$ cat config.mk
export PLATFORM = sky130hd
export DESIGN_NAME = iep_ctrl
export DESIGN_NICKNAME = d
export VERILOG_FILES = /design/src/inc/iep_pkg.sv /design/src/inc/iep_arb_if.sv /design/src/core/iep_sync.sv /design/src/core/iep_arbiter.sv /design/src/core/iep_ctrl.sv
export SDC_FILE = /design/constraint.sdc
export NUM_CORES = 1
export LEC_CHECK = 0
export BUFFER_PORTS_ARGS = -buffer_cell sky130_fd_sc_hd__buf_2
export CORE_ASPECT_RATIO = 1.4
export CORE_MARGIN = 1
export CORE_UTILIZATION = 48
export CTS_CLUSTER_DIAMETER = 100
export DETAILED_ROUTE_END_ITERATION = 10
export PLACE_DENSITY = 0.71
export SYNTH_ARGS = -nofsm -noshare
export SYNTH_HDL_FRONTEND = slang
export SYNTH_HIERARCHICAL = 1
export SYNTH_SLANG_ARGS = --single-unit
export TNS_END_PERCENT = 30
$ cat constraint.sdc
create_clock -name CLK_SYS_IN -period 25.3 [get_ports CLK_SYS_IN]
set_input_delay 5.06 -clock CLK_SYS_IN [delete_from_list [all_inputs] [get_ports CLK_SYS_IN]]
set_output_delay 5.06 -clock CLK_SYS_IN [all_outputs]
set_load 0.01 [all_outputs]
$ cat src/inc/iep_pkg.sv
// constants, offsets and types of the interrupt enable and priority block
package iep_pkg;
  localparam int NSRC = 16;
  localparam int LVLW = 2;
  typedef logic [LVLW-1:0] iep_level_t;
  typedef logic [3:0] iep_src_t;
  typedef logic [NSRC-1:0] iep_vec_t;
  // register indices; the byte address is four times the index
  localparam logic [7:0] IDX_EXT_EN = 8'hE8;
  localparam logic [7:0] IDX_EXT_PH = 8'hF7;
  localparam logic [7:0] IDX_EXT_PL = 8'hFF;
  localparam logic [7:0] IDX_BAS_EN = 8'hA8;
  localparam logic [7:0] IDX_BAS_PH = 8'hB7;
  localparam logic [7:0] IDX_BAS_PL = 8'hB8;
  localparam logic [7:0] IDX_STAT = 8'hC0;
  localparam logic [7:0] IDX_MASK = 8'hC1;
  localparam logic [7:0] IDX_PEND_LO = 8'hC2;
  localparam logic [7:0] IDX_PEND_HI = 8'hC3;
  localparam logic [7:0] IDX_SERVICE = 8'hC4;
  // reset values
  localparam logic [7:0] RST_EXT_EN = 8'h00;
  localparam logic [7:0] RST_EXT_PH = 8'h00;
  localparam logic [7:0] RST_EXT_PL = 8'h00;
  localparam logic [7:0] RST_BAS_EN = 8'h00;
  localparam logic [7:0] RST_BAS_PH = 8'h00;
  localparam logic [7:0] RST_BAS_PL = 8'h00;
  localparam logic [7:0] RST_EV = 8'h00;
  localparam logic [3:0] RST_SERVICE = 4'h0;
  // writable bits
  localparam logic [7:0] EXT_EN_WMASK = 8'hF7;
  localparam logic [7:0] EXT_PRIO_WMASK = 8'hF3;
  localparam logic [7:0] BAS_WMASK = 8'h7F;
  localparam logic [7:0] BAS_EN_WMASK = 8'hFF;
  localparam logic [7:0] EV_WMASK = 8'h07;
  // field positions
  localparam int BIT_GLOBAL = 7;
  localparam int BIT_EXT0 = 0;
  localparam int BIT_TMR0 = 1;
  localparam int BIT_EXT1 = 2;
  localparam int BIT_TMR1 = 3;
  localparam int BIT_UART = 4;
  localparam int EV_DISPATCH = 0;
  localparam int EV_NEST = 1;
  localparam int EV_RETURN = 2;
  localparam int SYNC_STAGES = 2;
endpackage

$ cat src/inc/iep_arb_if.sv
// request vector and winner between the register block and the arbiter
`timescale 1ns/1ps
`default_nettype none
interface iep_arb_if;
  import iep_pkg::*;
  iep_vec_t req;
  iep_vec_t prio_h;
  iep_vec_t prio_l;
  logic win_valid;
  iep_src_t win_idx;
  iep_level_t win_lvl;
  modport ctl (output req, output prio_h, output prio_l,
    input win_valid, input win_idx, input win_lvl);
  modport arb (input req, input prio_h, input prio_l,
    output win_valid, output win_idx, output win_lvl);
endinterface
`default_nettype wire

$ cat src/core/iep_sync.sv
// two-stage synchroniser for pin inputs
`timescale 1ns/1ps
`default_nettype none
module iep_sync #(
  parameter int W = 2
) (
  input wire logic clk_in,
  input wire logic rst_in,
  input wire logic [W-1:0] d_in,
  output logic [W-1:0] q_out
);
  logic [W-1:0] meta_reg;
  logic [W-1:0] q_reg;
  genvar g;
  generate
    for (g = 0; g < W; g++) begin : g_bit
      // idle pins are high, so the chain resets high
      always_ff @(posedge clk_in) begin
        if (rst_in) begin
          meta_reg[g] <= 1'b1;
          q_reg[g] <= 1'b1;
        end else begin
          meta_reg[g] <= d_in[g];
          q_reg[g] <= meta_reg[g];
        end
      end
    end
  endgenerate
  assign q_out = q_reg;
endmodule // iep_sync
`default_nettype wire

$ cat src/core/iep_arbiter.sv
// picks the highest level pending request, lowest index on a tie
`timescale 1ns/1ps
`default_nettype none
module iep_arbiter (
  iep_arb_if.arb bus
);
  import iep_pkg::*;
  always_comb begin
    bus.win_valid = 1'b0;
    bus.win_idx = '0;
    bus.win_lvl = '0;
    // walk downward so a lower index overrides on equal level
    for (int i = NSRC - 1; i >= 0; i--) begin
      if (bus.req[i] && (!bus.win_valid || {bus.prio_h[i], bus.prio_l[i]} >= bus.win_lvl)) begin
        bus.win_valid = 1'b1;
        bus.win_idx = iep_src_t'(i);
        bus.win_lvl = {bus.prio_h[i], bus.prio_l[i]};
      end
    end
  end
endmodule // iep_arbiter
`default_nettype wire

$ cat src/core/iep_ctrl.sv
// interrupt enable and priority block with its wishbone register file
// Operation
// uart enable bit 4 gates tx/rx done
// timer1 enable bit 3 gates overflow
// ext1 enable bit 2 gates low pin
// timer0 enable bit 1 gates overflow
// ext0 enable bit 0 gates low pin
// extended enable bit 7 gates timer2
// extended enable bit 6 gates spi
// extended enable bit 5 gates brake
// watchdog, capture, keypad, i2c enables; bit 3 unused
// extended low priority bits raise level
// extended high priority bits give top level
// basic high priority bits give top level
// extended low priority resets to zero
// four levels, preempt only when strictly higher
// flag, enable and global enable; fixed tie order
`timescale 1ns/1ps
`default_nettype none
module iep_ctrl (
  input wire logic CLK_SYS_IN,
  input wire logic RST_IN,
  input wire logic WB_CYC_IN,
  input wire logic WB_STB_IN,
  input wire logic WB_WE_IN,
  input wire logic [9:0] WB_ADR_IN,
  input wire logic [3:0] WB_SEL_IN,
  input wire logic [31:0] WB_DAT_IN,
  output logic [31:0] WB_DAT_OUT,
  output logic WB_ACK_OUT,
  input wire logic UART_TX_DONE_IN,
  input wire logic UART_RX_DONE_IN,
  input wire logic TIMER0_OVF_IN,
  input wire logic TIMER1_OVF_IN,
  input wire logic TIMER2_IN,
  input wire logic BROWNOUT_IN,
  input wire logic CONVERTER_IN,
  input wire logic SPI_IN,
  input wire logic BRAKE_IN,
  input wire logic WATCHDOG_IN,
  input wire logic CAPTURE_IN,
  input wire logic KEYPAD_IN,
  input wire logic I2C_IN,
  input wire logic EXT_PIN_ZERO_N_IN,
  input wire logic EXT_PIN_ONE_N_IN,
  input wire logic IRQ_ACK_IN,
  input wire logic IRQ_RETI_IN,
  output logic IRQ_REQ_OUT,
  output iep_pkg::iep_src_t IRQ_SRC_OUT,
  output iep_pkg::iep_level_t IRQ_LEVEL_OUT,
  output logic INT_OUT
);
  import iep_pkg::*;

  iep_arb_if arb_bus ();
  logic [1:0] pin_sync;
  logic [7:0] ext_en_reg, ext_en_next;
  logic [7:0] ext_ph_reg, ext_ph_next;
  logic [7:0] ext_pl_reg, ext_pl_next;
  logic [7:0] bas_en_reg, bas_en_next;
  logic [7:0] bas_ph_reg, bas_ph_next;
  logic [7:0] bas_pl_reg, bas_pl_next;
  logic [7:0] stat_reg, stat_next;
  logic [7:0] mask_reg, mask_next;
  logic [3:0] service_reg, service_next;
  logic ack_reg, ack_next;
  logic [31:0] rdat_reg, rdat_next;
  logic req_reg, req_next;
  iep_src_t src_reg, src_next;
  iep_level_t lvl_reg, lvl_next;
  iep_vec_t flag;
  logic glob;
  logic wr;
  logic [7:0] idx;
  logic [7:0] wbyte;
  logic [7:0] ev;
  logic run_valid;
  iep_level_t run_lvl;

  iep_sync #(.W(2)) u_sync (
    .clk_in(CLK_SYS_IN),
    .rst_in(RST_IN),
    .d_in({EXT_PIN_ONE_N_IN, EXT_PIN_ZERO_N_IN}),
    .q_out(pin_sync)
  );

  iep_arbiter u_arb (
    .bus(arb_bus.arb)
  );

  // source flags, index order is the tie order
  always_comb begin
    flag = '0;
    flag[BIT_EXT0] = !pin_sync[0];
    flag[BIT_TMR0] = TIMER0_OVF_IN;
    flag[BIT_EXT1] = !pin_sync[1];
    flag[BIT_TMR1] = TIMER1_OVF_IN;
    flag[BIT_UART] = UART_TX_DONE_IN | UART_RX_DONE_IN;
    flag[5] = BROWNOUT_IN;
    flag[6] = CONVERTER_IN;
    flag[8] = I2C_IN;
    flag[9] = KEYPAD_IN;
    flag[10] = CAPTURE_IN;
    flag[12] = WATCHDOG_IN;
    flag[13] = BRAKE_IN;
    flag[14] = SPI_IN;
    flag[15] = TIMER2_IN;
  end

  assign glob = bas_en_reg[BIT_GLOBAL];
  // unused slots carry zero enables so they never request
  assign arb_bus.req = flag & {ext_en_reg & EXT_EN_WMASK, 1'b0, bas_en_reg[6:0]}
    & {NSRC{glob}};
  assign arb_bus.prio_h = {ext_ph_reg, 1'b0, bas_ph_reg[6:0]};
  assign arb_bus.prio_l = {ext_pl_reg, 1'b0, bas_pl_reg[6:0]};

  // level of the handler now running: highest in-service bit
  always_comb begin
    run_valid = |service_reg;
    run_lvl = '0;
    for (int l = 0; l < 4; l++) begin
      if (service_reg[l]) begin
        run_lvl = iep_level_t'(l);
      end
    end
  end

  // request to the core; held off one cycle after an ack so that the
  // new in-service level is seen before the next compare
  always_comb begin
    req_next = arb_bus.win_valid && !IRQ_ACK_IN
      && (!run_valid || arb_bus.win_lvl > run_lvl);
    src_next = arb_bus.win_idx;
    lvl_next = arb_bus.win_lvl;
  end

  always_ff @(posedge CLK_SYS_IN) begin
    if (RST_IN) begin
      req_reg <= 1'b0;
      src_reg <= '0;
      lvl_reg <= '0;
    end else begin
      req_reg <= req_next;
      src_reg <= src_next;
      lvl_reg <= lvl_next;
    end
  end

  // in-service levels and events
  always_comb begin
    service_next = service_reg;
    ev = '0;
    if (IRQ_RETI_IN && run_valid) begin
      service_next[run_lvl] = 1'b0;
      ev[EV_RETURN] = 1'b1;
    end
    if (IRQ_ACK_IN && req_reg) begin
      service_next[lvl_reg] = 1'b1;
      ev[EV_DISPATCH] = 1'b1;
      ev[EV_NEST] = run_valid;
    end
  end

  // wishbone decode
  assign wr = WB_CYC_IN && WB_STB_IN && WB_WE_IN && !ack_reg && WB_SEL_IN[0];
  assign idx = WB_ADR_IN[9:2];
  assign wbyte = WB_DAT_IN[7:0];

  always_comb begin
    ext_en_next = ext_en_reg;
    ext_ph_next = ext_ph_reg;
    ext_pl_next = ext_pl_reg;
    bas_en_next = bas_en_reg;
    bas_ph_next = bas_ph_reg;
    bas_pl_next = bas_pl_reg;
    mask_next = mask_reg;
    // write-one-to-clear; a new event in the same cycle wins
    stat_next = stat_reg | ev;
    if (wr) begin
      if (idx == IDX_EXT_EN) begin
        ext_en_next = wbyte & EXT_EN_WMASK;
      end else if (idx == IDX_EXT_PH) begin
        ext_ph_next = wbyte & EXT_PRIO_WMASK;
      end else if (idx == IDX_EXT_PL) begin
        ext_pl_next = wbyte & EXT_PRIO_WMASK;
      end else if (idx == IDX_BAS_EN) begin
        bas_en_next = wbyte & BAS_EN_WMASK;
      end else if (idx == IDX_BAS_PH) begin
        bas_ph_next = wbyte & BAS_WMASK;
      end else if (idx == IDX_BAS_PL) begin
        bas_pl_next = wbyte & BAS_WMASK;
      end else if (idx == IDX_STAT) begin
        stat_next = (stat_reg & ~(wbyte & EV_WMASK)) | ev;
      end else if (idx == IDX_MASK) begin
        mask_next = wbyte & EV_WMASK;
      end
    end
  end

  always_comb begin
    ack_next = WB_CYC_IN && WB_STB_IN && !ack_reg;
    rdat_next = '0;
    if (idx == IDX_EXT_EN) begin
      rdat_next[7:0] = ext_en_reg;
    end else if (idx == IDX_EXT_PH) begin
      rdat_next[7:0] = ext_ph_reg;
    end else if (idx == IDX_EXT_PL) begin
      rdat_next[7:0] = ext_pl_reg;
    end else if (idx == IDX_BAS_EN) begin
      rdat_next[7:0] = bas_en_reg;
    end else if (idx == IDX_BAS_PH) begin
      rdat_next[7:0] = bas_ph_reg;
    end else if (idx == IDX_BAS_PL) begin
      rdat_next[7:0] = bas_pl_reg;
    end else if (idx == IDX_STAT) begin
      rdat_next[7:0] = stat_reg;
    end else if (idx == IDX_MASK) begin
      rdat_next[7:0] = mask_reg;
    end else if (idx == IDX_PEND_LO) begin
      rdat_next[7:0] = flag[7:0];
    end else if (idx == IDX_PEND_HI) begin
      rdat_next[7:0] = flag[15:8];
    end else if (idx == IDX_SERVICE) begin
      rdat_next[3:0] = service_reg;
    end
  end

  always_ff @(posedge CLK_SYS_IN) begin
    if (RST_IN) begin
      ext_en_reg <= RST_EXT_EN;
      ext_ph_reg <= RST_EXT_PH;
      ext_pl_reg <= RST_EXT_PL;
      bas_en_reg <= RST_BAS_EN;
      bas_ph_reg <= RST_BAS_PH;
      bas_pl_reg <= RST_BAS_PL;
      stat_reg <= RST_EV;
      mask_reg <= RST_EV;
      service_reg <= RST_SERVICE;
      ack_reg <= 1'b0;
      rdat_reg <= '0;
    end else begin
      ext_en_reg <= ext_en_next;
      ext_ph_reg <= ext_ph_next;
      ext_pl_reg <= ext_pl_next;
      bas_en_reg <= bas_en_next;
      bas_ph_reg <= bas_ph_next;
      bas_pl_reg <= bas_pl_next;
      stat_reg <= stat_next;
      mask_reg <= mask_next;
      service_reg <= service_next;
      ack_reg <= ack_next;
      rdat_reg <= rdat_next;
    end
  end

  assign WB_ACK_OUT = ack_reg;
  assign WB_DAT_OUT = rdat_reg;
  assign IRQ_REQ_OUT = req_reg;
  assign IRQ_SRC_OUT = src_reg;
  assign IRQ_LEVEL_OUT = lvl_reg;
  assign INT_OUT = |(stat_reg & mask_reg);
endmodule // iep_ctrl
`default_nettype wire

==> metrics.yaml, run 1 <==
outcome:
  status: "finished, final reports clean"
sta:
  period_share: 0.906
  timing.slew.headroom: 0.509
  drv_slew: 0
  fin_crit_ns: 22.93
  fin_setup_tns_ns: 0
  skew_ns: 0.00427
  timing_worst_slew_pin_value_ns: 0.736
  rsz0062_at_grt: "false"
  hold_viol: 0
  max_freq_mhz: 43.6
  finalSetupViolCount: 0
final_layout:
  diodes: 0
  stdcell_area_sq_um: 5910
  fill_cells: 1022
  nets: 843
  seqCellArea_sq_um: 1420
  multi_input_area_sq_um: 3590
  areaGrowthSynthToFinish_pct: 12.1
  drive_gt1_frac: 0.137
drt:
  routed-wl-met2_um: 7600
  drt-met1-wl_um: 5770
  highest_layer: "met4"
  routed-wl-met3_um: 719
  drtAntennaViolNets: 0
  drtPass1Iterations: 5
  via_per_inst: 5.90
  drt-initial-drc-count: 378
  drt_wl_total_um: 14900
  vias: 5252
  wl_per_cell_um: 16.7
  drcViolationCount: 0
setup_path:
  reg2reg_depth: 89
  crit_path_frequent_cell: "ha_1"
  crit_type: "input pin to register"
  cpPeakStageDelay_ns: 0.61
  timing.rr.start: "bas_en_reg[7]"
  crit_path_max_fanout: 8
  rr_endpoint: "IRQ_REQ_OUT"
  cp-startpoint: "TIMER2_IN"
  r2r_slack_ns: 6.44
  slowest_stage: "a311oi_1"
  endpoint: "IRQ_REQ_OUT"
  cp.required_ns: 25.57
  cp-start-kind: "input pin"
  crit_arrival_ns: 23.20
  endpoint_kind: "register"
power_and_ir_drop:
  p_clk_frac: 0.438
  p_sw_uw: 68.8
  p_leak_uw: 0.00252
  p_sw_frac: 0.257
  power.density_nw_per_um2: 45.4
  p_seq_frac: 0.426
  intPower_uw: 199
  combPwrFrac: 0.135
  ir_worst_vdd_mv: 0.0423
yosys:
  syn-instance-count: 678
  synth_top_cell_area_share: 0.270
  ys_async_sr_fraction: 0
  ys_types: 80
  synth_warnings: 6
  synthFlopType: "dfxtp_1"
  synth.avg_cell_area_sq_um: 7.77
  ys_seq_elements: 71
  synth_edf_count: 0
  synth_largest_area_cell: "dfxtp_1"
  synth-seq-area-share: 0.270
  syn_area_sq_um: 5270
  synth_area_leaders: "dfxtp_1 (27%), mux2i_1 (6.5%), ha_1 (5.9%), a21oi_1 (4.9%), nand2_1 (4.7%)"
place:
  placed_area_sq_um: 5640
  port_buffers: 55
  dpl.hpwl_um: 11300
  gp_congestion: 0.944
cts:
  clk_latency_ns: 0.34
  clk_pin_slew_ns: 0.05
  cts.sinks: 71
  clk_path_buf_depth: 2
  cts_hold_buf: 0
  post_cts_resized: 0
  post-cts-setup-buffer-count: 0
  cts_tree: "yes"
  cts_buffers: 9
  htreeDepth: 3
  cts_root_buf: "clkbuf_16"
floorplan:
  initial_core_util: 0.501
  core_area_sq_um: 10500
  rows: 44
  die_w_um: 90.6
  die_area_sq_um: 11400
  die-height_um: 126
  ios: 109
grt:
  antenna_found_initial: 0
  grt_pass1_wl_um: 23900
  grt_pass1_vias: 5051
  grt_max_degree: 72
  overflow: 0
  grtUsageTotal: 0.263
hold_path:
  min_path_type: "register to register"
job:
  maxCapViolCount: 0
layout make-up:
cell class / instances / area share
Tap cell: 138 / 0.0292
Multi-Input combinational cell: 569 / 0.608
Clock buffer: 12 / 0.0451
Timing Repair Buffer: 57 / 0.0491
Inverter: 42 / 0.0267
Sequential cell: 71 / 0.241
Clock inverter: 1 / 0.000847
critical path, delay by kind of cell:
family / cells / cell delay, ns
adder cells (fa/ha/maj): 14 / 3.74
buffers and inverters: 7 / 0.57
AND/OR/NAND/NOR: 31 / 4.93
multiplexers: 3 / 0.82
AO/OA/AOI/OAI: 35 / 8.04
how the worst min path moves through the flow:
stage	slack [ns]	from	endpoint	depth (start not counted)
floorplan	0.38	u_sync/meta_reg[0]	u_sync/q_out[0]	1
global placement	0.39	u_sync/meta_reg[1]	u_sync/q_out[1]	1
detailed placement	0.40	u_sync/meta_reg[0]	u_sync/q_out[0]	1
CTS	0.41	u_sync/meta_reg[0]	u_sync/q_out[0]	1
global route	0.43	u_sync/meta_reg[1]	u_sync/q_out[1]	1
finish	0.40	u_sync/meta_reg[0]	u_sync/q_out[0]	1
cells in the final DEF (no fill, tap or decap), types with 22 or more instances in the layout:
master,n
a21oi_1,52
buf_2,55
conb_1,54
dfxtp_1,71
ha_1,25
inv_1,42
mux2i_1,34
nand2_1,66
nand2b_1,22
nand3_1,23
nor2_1,62
o21ai_0,34
metrics by stage:
| stage | std cells | util | setup slack [ns] | hold slack [ns] | total power, uW |
|---|---|---|---|---|---|
| finish | 890 | 0.562 | 2.37 | 0.403 | 268 |
| global route | 890 | 0.562 | 0.839 | 0.431 | 279 |
| CTS | 890 | 0.562 | 2.54 | 0.408 | 268 |
| detailed placement | 877 | 0.536 | 2.27 | 0.396 | 152 |
| global placement | 877 | 0.536 | 2.64 | 0.387 | 151 |
| floorplan | 731 | - | 4.35 | 0.383 | 144 |
routing by layer:
metal  up-vias  global-route usage
li1       2513                   -
met1      2472               0.292
met2       208               0.470
met5         -                   0
met3        59              0.0411
met4         0               0.156
cell families after synthesis:
kind of cell    Yosys count  share of synthesized area
simple gates            273                      0.272
compound gates          176                      0.233
buf+inv                  91                     0.0862
flops                    71                      0.270
mux                      40                     0.0781
fa+ha+maj                25                     0.0593
other cells               1                   0.000711
xor+xnor                  1                    0.00166
cell usage after synthesis (4+ instances only):
library cell   n
a21o_1         5
or3_1          5
ha_1          25
buf_2          6
mux2i_1       34
and2_1         8
or2_1          5
nand4_1        7
dfxtp_1       71
o21ai_0       34
nand2b_1      22
a211oi_1      12
and3_1        18
a32oi_1        4
o22ai_1        4
inv_1         42
nand3_1       23
nor2_1        62
nand2_1       66
a221oi_1       4
mux2_2         5
a22o_1         4
nor2b_1       15
a22oi_1        4
o31ai_1        6
a221o_1        5
a21oi_1       52
nor4_1         4
buf_4         26
clkbuf_1      13
nor3_1        13
o31a_1         6
power by group through the flow:
stage	registers, uW	logic [uW]	clock network, uW
detailed placement	117	35.2	0
finish	114	36.2	117
global route	114	40.0	125
floorplan	117	27.0	0
global placement	117	34.2	0
CTS	114	35.3	119
No activity file was read; power rests on OpenSTA's default activity.
==> run 2, diff against run 1 <==
--- a/config.mk
+++ b/config.mk
@@ -8,10 +8,9 @@
 export BUFFER_PORTS_ARGS = -buffer_cell sky130_fd_sc_hd__buf_2
 export CORE_ASPECT_RATIO = 1.4
 export CORE_MARGIN = 1
-export CORE_UTILIZATION = 48
+export CORE_UTILIZATION = 40
 export CTS_CLUSTER_DIAMETER = 100
 export DETAILED_ROUTE_END_ITERATION = 10
-export PLACE_DENSITY = 0.71
 export SYNTH_ARGS = -nofsm -noshare
 export SYNTH_HDL_FRONTEND = slang
 export SYNTH_HIERARCHICAL = 1
==> run 2 against run 1 <==
Via count down 3.0%. Highest routed layer unchanged. Global-route usage down 2.7 points. Routed wire length up 3.8%. Clock-buffer cell count down 2. Sequential power about the same. Clock skew up 0.0015 ns. Clock power up 26%. Critical path depth down 2. Cell area up 1.6%. Core utilization down 9.6 points. Sequential share of layout area down 0.38 points.
==> metrics.yaml, run 2 (synthesized netlist as in run 1, its figures left out) <==
sta:
  finalSetupViolCount: 0  # unchanged
  hold_viol: 0  # unchanged
  rsz0062_at_grt: "false"  # unchanged
  drv_slew: 0  # unchanged
  skew_ns: 0.00573  # was 0.00427 ns
  fin_setup_tns_ns: 0  # unchanged
  hold_slack_ns: 0.410  # was 0.403 ns
  fin_crit_ns: 23.02  # was 22.93 ns
  period_share: 0.910  # was 0.906
  max_freq_mhz: 43.4  # was 43.6 MHz
  timing_worst_slew_pin_value_ns: 0.751  # was 0.736 ns
  worst_slack_ns: 2.28  # was 2.37 ns
  timing.slew.headroom: 0.499  # was 0.509
final_layout:
  drive_gt1_frac: 0.140  # was 0.137
  diodes: 0  # unchanged
  nets: 843  # unchanged
  most-common-layout-cells: "dfxtp_1 (71), nand2_1 (66), nor2_1 (62), buf_2 (55), conb_1 (54)"  # unchanged
  stdcell_count: 908  # was 890
  final_common_cell: "dfxtp_1"  # unchanged
  areaGrowthSynthToFinish_pct: 13.9  # was 12.1%
drt:
  drt-initial-drc-count: 344  # was 378
  vias: 5095  # was 5252
  drtAntennaViolNets: 0  # unchanged
  wl_per_cell_um: 17.0  # was 16.7 um
  drcViolationCount: 0  # unchanged
  drt_wl_total_um: 15400  # was 14900 um
  drtPass1Iterations: 5  # unchanged
  via_per_inst: 5.61  # was 5.90
outcome:
  status: "finished, final reports clean"  # unchanged
setup_path:
  critPathTopFamily: "compound AO/OA/AOI/OAI gates"  # unchanged
  cpPeakStageDelay_ns: 0.64  # was 0.61 ns
  reg2reg_depth: 87  # was 89
  cp-start-kind: "input pin"  # unchanged
  rr_endpoint: "IRQ_REQ_OUT"  # unchanged
  crit_arrival_ns: 23.29  # was 23.20 ns
  endpoint_kind: "register"  # unchanged
  r2r_slack_ns: 6.34  # was 6.44 ns
  cp.required_ns: 25.57  # about the same
  crit_path_max_fanout: 8  # unchanged
  path_buf_inv: 7  # unchanged
  crit_type: "input pin to register"  # unchanged
  slowest_stage: "a311oi_1"  # unchanged
  crit_path_frequent_cell: "ha_1"  # unchanged
  cp-startpoint: "TIMER2_IN"  # unchanged
  timing.rr.start: "bas_en_reg[7]"  # unchanged
hold_path:
  min_to: "u_sync/q_out[0]"  # unchanged
  min_path_type: "register to register"  # unchanged
  min_path_cells: 1  # unchanged
  hp-start: "u_sync/meta_reg[0]"  # unchanged
floorplan:
  ios: 109  # unchanged
  core_area_sq_um: 12900  # was 10500 sq um
  die_area_sq_um: 13600  # was 11400 sq um
  rows: 49  # was 44
  initial_core_util: 0.409  # was 0.501
  die-height_um: 138  # was 126 um
  die_w_um: 99.0  # was 90.6 um
cts:
  clk_latency_ns: 0.34  # about the same
  clk_pin_slew_ns: 0.06  # was 0.05 ns
  cts_buffers: 9  # unchanged
  cts_hold_buf: 0  # unchanged
  post-cts-setup-buffer-count: 0  # unchanged
  cts.sinks: 71  # unchanged
  htreeDepth: 3  # unchanged
  post_cts_resized: 0  # unchanged
  cts_tree: "yes"  # unchanged
  cts_root_buf: "clkbuf_16"  # unchanged
  clk_path_buf_depth: 2  # unchanged
grt:
  overflow: 0  # unchanged
  grt_pass1_wl_um: 24700  # was 23900 um
  antenna_found_initial: 0  # unchanged
  grt_max_degree: 72  # unchanged
  grtUsageTotal: 0.236  # was 0.263
  grt_pass1_vias: 4948  # was 5051
job:
  maxCapViolCount: 0  # unchanged
power_and_ir_drop:
  p_leak_uw: 0.00255  # was 0.00252 uW
  ir_worst_vdd_mv: 0.0381  # was 0.0423 mV
  power_uw: 298  # was 268 uW
  power.density_nw_per_um2: 49.7  # was 45.4 nW/um^2
place:
  dpl.hpwl_um: 11900  # was 11300 um
  place_worst_setup_slack_ns: 2.19  # was 2.27 ns
  port_buffers: 55  # unchanged
  place_inst: 892  # was 877
  gp_congestion: 0.911  # was 0.944
-- run 2: final cells by class --
type | instances | area (sq um)
Fill cell | 1332 | 6870
Multi-Input combinational cell | 569 | 3590
Sequential cell | 71 | 1420
Timing Repair Buffer | 57 | 290
Clock buffer | 10 | 239
Tap cell | 153 | 191
Inverter | 42 | 158
Clock inverter | 6 | 108
-- run 2: worst reg2reg max path, delay by kind of cell, from the launching register on --
family	cells	cell delay [ns]
fa+ha+maj	14	3.87
simple gates	29	4.63
flops	1	0.67
mux	3	0.85
compound gates	35	8.44
buf+inv	6	0.46
-- run 2: per-layer routing --
metal	part of all wire	up-vias	global-route usage
met5	0	-	0
met4	0.047	0	0.138
li1	-	2521	-
met2	0.50	176	0.425
met3	0.045	47	0.0426
met1	0.41	2351	0.258
-- run 2: stage by stage --
stage / utilization / area (sq um)
floorplan: - / 5470
global placement: 0.439 / 5660
detailed placement: 0.439 / 5660
CTS: 0.466 / 6000
global route: 0.466 / 6000
finish: 0.466 / 6000
-- run 2: how the worst max path moves through the flow --
stage             endpoint  slack (ns)  depth (start not counted)
4_1_cts        IRQ_REQ_OUT        2.47                         88
2_1_floorplan  IRQ_REQ_OUT        4.35                         90
3_3_place_gp   IRQ_REQ_OUT        2.51                         90
6_report       IRQ_REQ_OUT        2.28                         88
3_5_place_dp   IRQ_REQ_OUT        2.19                         88
5_1_grt        IRQ_REQ_OUT        0.92                         88
-- run 2: report_power, final --
group	internal, uW	switching [uW]
registers	113	0.901
logic	13.4	22.7
clock network	98.6	49.2
total	225	72.8
==> run 3, diff against run 2 <==
--- a/config.mk
+++ b/config.mk
@@ -11,6 +11,7 @@
 export CORE_UTILIZATION = 40
 export CTS_CLUSTER_DIAMETER = 100
 export DETAILED_ROUTE_END_ITERATION = 10
+export SLEW_MARGIN = 20
 export SYNTH_ARGS = -nofsm -noshare
 export SYNTH_HDL_FRONTEND = slang
 export SYNTH_HIERARCHICAL = 1
==> constraint.sdc (replaced) <==
create_clock -name CLK_SYS_IN -period 26.7 [get_ports CLK_SYS_IN]
set_input_delay 5.34 -clock CLK_SYS_IN [delete_from_list [all_inputs] [get_ports CLK_SYS_IN]]
set_output_delay 5.34 -clock CLK_SYS_IN [all_outputs]
set_load 0.01 [all_outputs]
==> run 3 against run 2 <==
Total power shrank 12%. Sequential power shrank 5%. Clock power shrank 19%. Via count barely moved. First-iteration DRC count is 15% lower. Core utilization fell by 0.37 points. Largest power group unchanged.
==> metrics.yaml, run 3 (synthesized netlist as in run 1, its figures left out) <==
setup_path:
  crit_path_frequent_cell: "ha_1"  # unchanged
  crit_path_max_fanout: 8  # unchanged
  endpoint_kind: "register"  # unchanged
  cp-start-kind: "input pin"  # unchanged
  crit_type: "input pin to register"  # unchanged
  cp.required_ns: 26.96  # was 25.57 ns
  cpPeakStageDelay_ns: 0.62  # was 0.64 ns
  slowest_stage: "a311oi_1"  # unchanged
  r2r_slack_ns: 7.56  # was 6.34 ns
  crit_arrival_ns: 23.75  # was 23.29 ns
job:
  maxCapViolCount: 0  # unchanged
final_layout:
  drive_gt1_frac: 0.140  # unchanged
  nets: 843  # unchanged
  areaGrowthSynthToFinish_pct: 13.0  # was 13.9%
  most-common-layout-cells: "dfxtp_1 (71), nand2_1 (66), nor2_1 (62), buf_2 (55), conb_1 (54)"  # unchanged
  stdcell_area_sq_um: 5950  # was 6000 sq um
  final_common_cell: "dfxtp_1"  # unchanged
  finish.utilization: 0.462  # was 0.466
  fill_cells: 1295  # was 1332
  diodes: 0  # unchanged
outcome:
  status: "finished, final reports clean"  # unchanged
grt:
  gr-usage-met3: 0.0325  # was 0.0426
  grtUsageTotal: 0.233  # was 0.236
  grt_pass1_vias: 4999  # was 4948
  use_met2: 0.433  # was 0.425
  grt_pass1_wl_um: 24500  # was 24700 um
  overflow: 0  # unchanged
  grt.busiest_layer: "met2"  # unchanged
  grt_max_degree: 72  # unchanged
  met1_usage: 0.254  # was 0.258
  antenna_found_initial: 0  # unchanged
sta:
  max_freq_mhz: 42.6
  fin_crit_ns: 23.49
  period_share: 0.880
  timing_worst_slew_pin_value_ns: 0.751  # about the same
  fin_setup_tns_ns: 0  # unchanged
  worst_slack_ns: 3.21  # was 2.28 ns
  finalSetupViolCount: 0  # unchanged
  hold_viol: 0  # unchanged
  skew_ns: 0.00515  # was 0.00573 ns
  rsz0062_at_grt: "false"  # unchanged
  timing.slew.headroom: 0.498  # was 0.499
  drv_slew: 0  # unchanged
hold_path:
  min_path_type: "register to register"  # unchanged
cts:
  cts_hold_buf: 0  # unchanged
  htreeDepth: 3  # unchanged
  cts_root_buf: "clkbuf_16"  # unchanged
  clk_path_buf_depth: 2  # unchanged
  post_cts_resized: 0  # unchanged
  cts_tree: "yes"  # unchanged
  post-cts-setup-buffer-count: 0  # unchanged
  clk_latency_ns: 0.33  # was 0.34 ns
  clk_pin_slew_ns: 0.06  # about the same
  cts.sinks: 71  # unchanged
  cts_buffers: 9  # unchanged
drt:
  drtPass1Iterations: 5  # unchanged
  drt-initial-drc-count: 291  # was 344
  drcViolationCount: 0  # unchanged
  drtAntennaViolNets: 0  # unchanged
  wl_per_cell_um: 17.0  # about the same
  vias: 5096  # was 5095
  via_per_inst: 5.61  # about the same
  drt_wl_total_um: 15400  # about the same
floorplan:
  initial_core_util: 0.409  # unchanged
  die-height_um: 138  # unchanged
  rows: 49  # unchanged
  ios: 109  # unchanged
  die_w_um: 99.0  # unchanged
  core_area_sq_um: 12900  # unchanged
  die_area_sq_um: 13600  # unchanged
place:
  gp_congestion: 0.911  # about the same
  placed_area_sq_um: 5660  # unchanged
  dpl.hpwl_um: 11900  # about the same
  place_worst_setup_slack_ns: 3.33  # was 2.19 ns
  port_buffers: 55  # unchanged
power_and_ir_drop:
  power_uw: 263  # was 298 uW
  ir_worst_vdd_mv: 0.0362  # was 0.0381 mV
  power.density_nw_per_um2: 44.1  # was 49.7 nW/um^2
  p_leak_uw: 0.00252  # was 0.00255 uW
run 3: cell types whose count changed in the layout (fill, tap and decap cells not counted):
| cell | delta |
|---|---|
| clkinv_2 | +1 |
| clkinvlp_4 | +1 |
| bufinv_16 | -2 |
run 3: worst max-delay path, delay by kind of cell:
family | cells | cell delay [ns]
multiplexers | 3 | 0.85
adder cells (fa/ha/maj) | 14 | 3.93
buffers and inverters | 7 | 0.57
AO/OA/AOI/OAI | 35 | 8.56
AND/OR/NAND/NOR | 29 | 4.47
run 3: through the flow:
stage                     std cells  hold slack, ns
after floorplan                 731           0.383
after global placement          892           0.387
after detailed placement        892           0.394
after CTS                       908           0.409
after global routing            908           0.443
final                           908           0.408
run 3: per-layer routing:
metal,vias to the layer above,wire (um)
met5,-,0
met4,0,700
met3,49,550
met2,166,7820
met1,2359,6340
li1,2522,-
run 3: cell type report:
cell class | instances | area (sq um) | area share
clock buffers | 10 | 239 | 0.0401
clock inverters | 6 | 60.1 | 0.0101
inverters | 42 | 158 | 0.0265
multi-input cells | 569 | 3590 | 0.604
flip-flops and latches | 71 | 1420 | 0.239
well taps | 153 | 191 | 0.0321
repair buffers | 57 | 290 | 0.0487
run 3: report_power, final:
part	switching, uW	internal, uW	leakage, uW
clock network	45.9	74.3	0.000144
registers	0.844	107	0.000575
logic	21.6	12.7	0.00181
run 3: final timing paths:
check,startpoint,to,cells past startpoint
worst max-delay path,TIMER2_IN,IRQ_REQ_OUT,88
worst min-delay path,u_sync/meta_reg[0],u_sync/q_out[0],1
worst max register to register,bas_en_reg[7],IRQ_REQ_OUT,87
worst min register to register,u_sync/meta_reg[0],u_sync/q_out[0],1
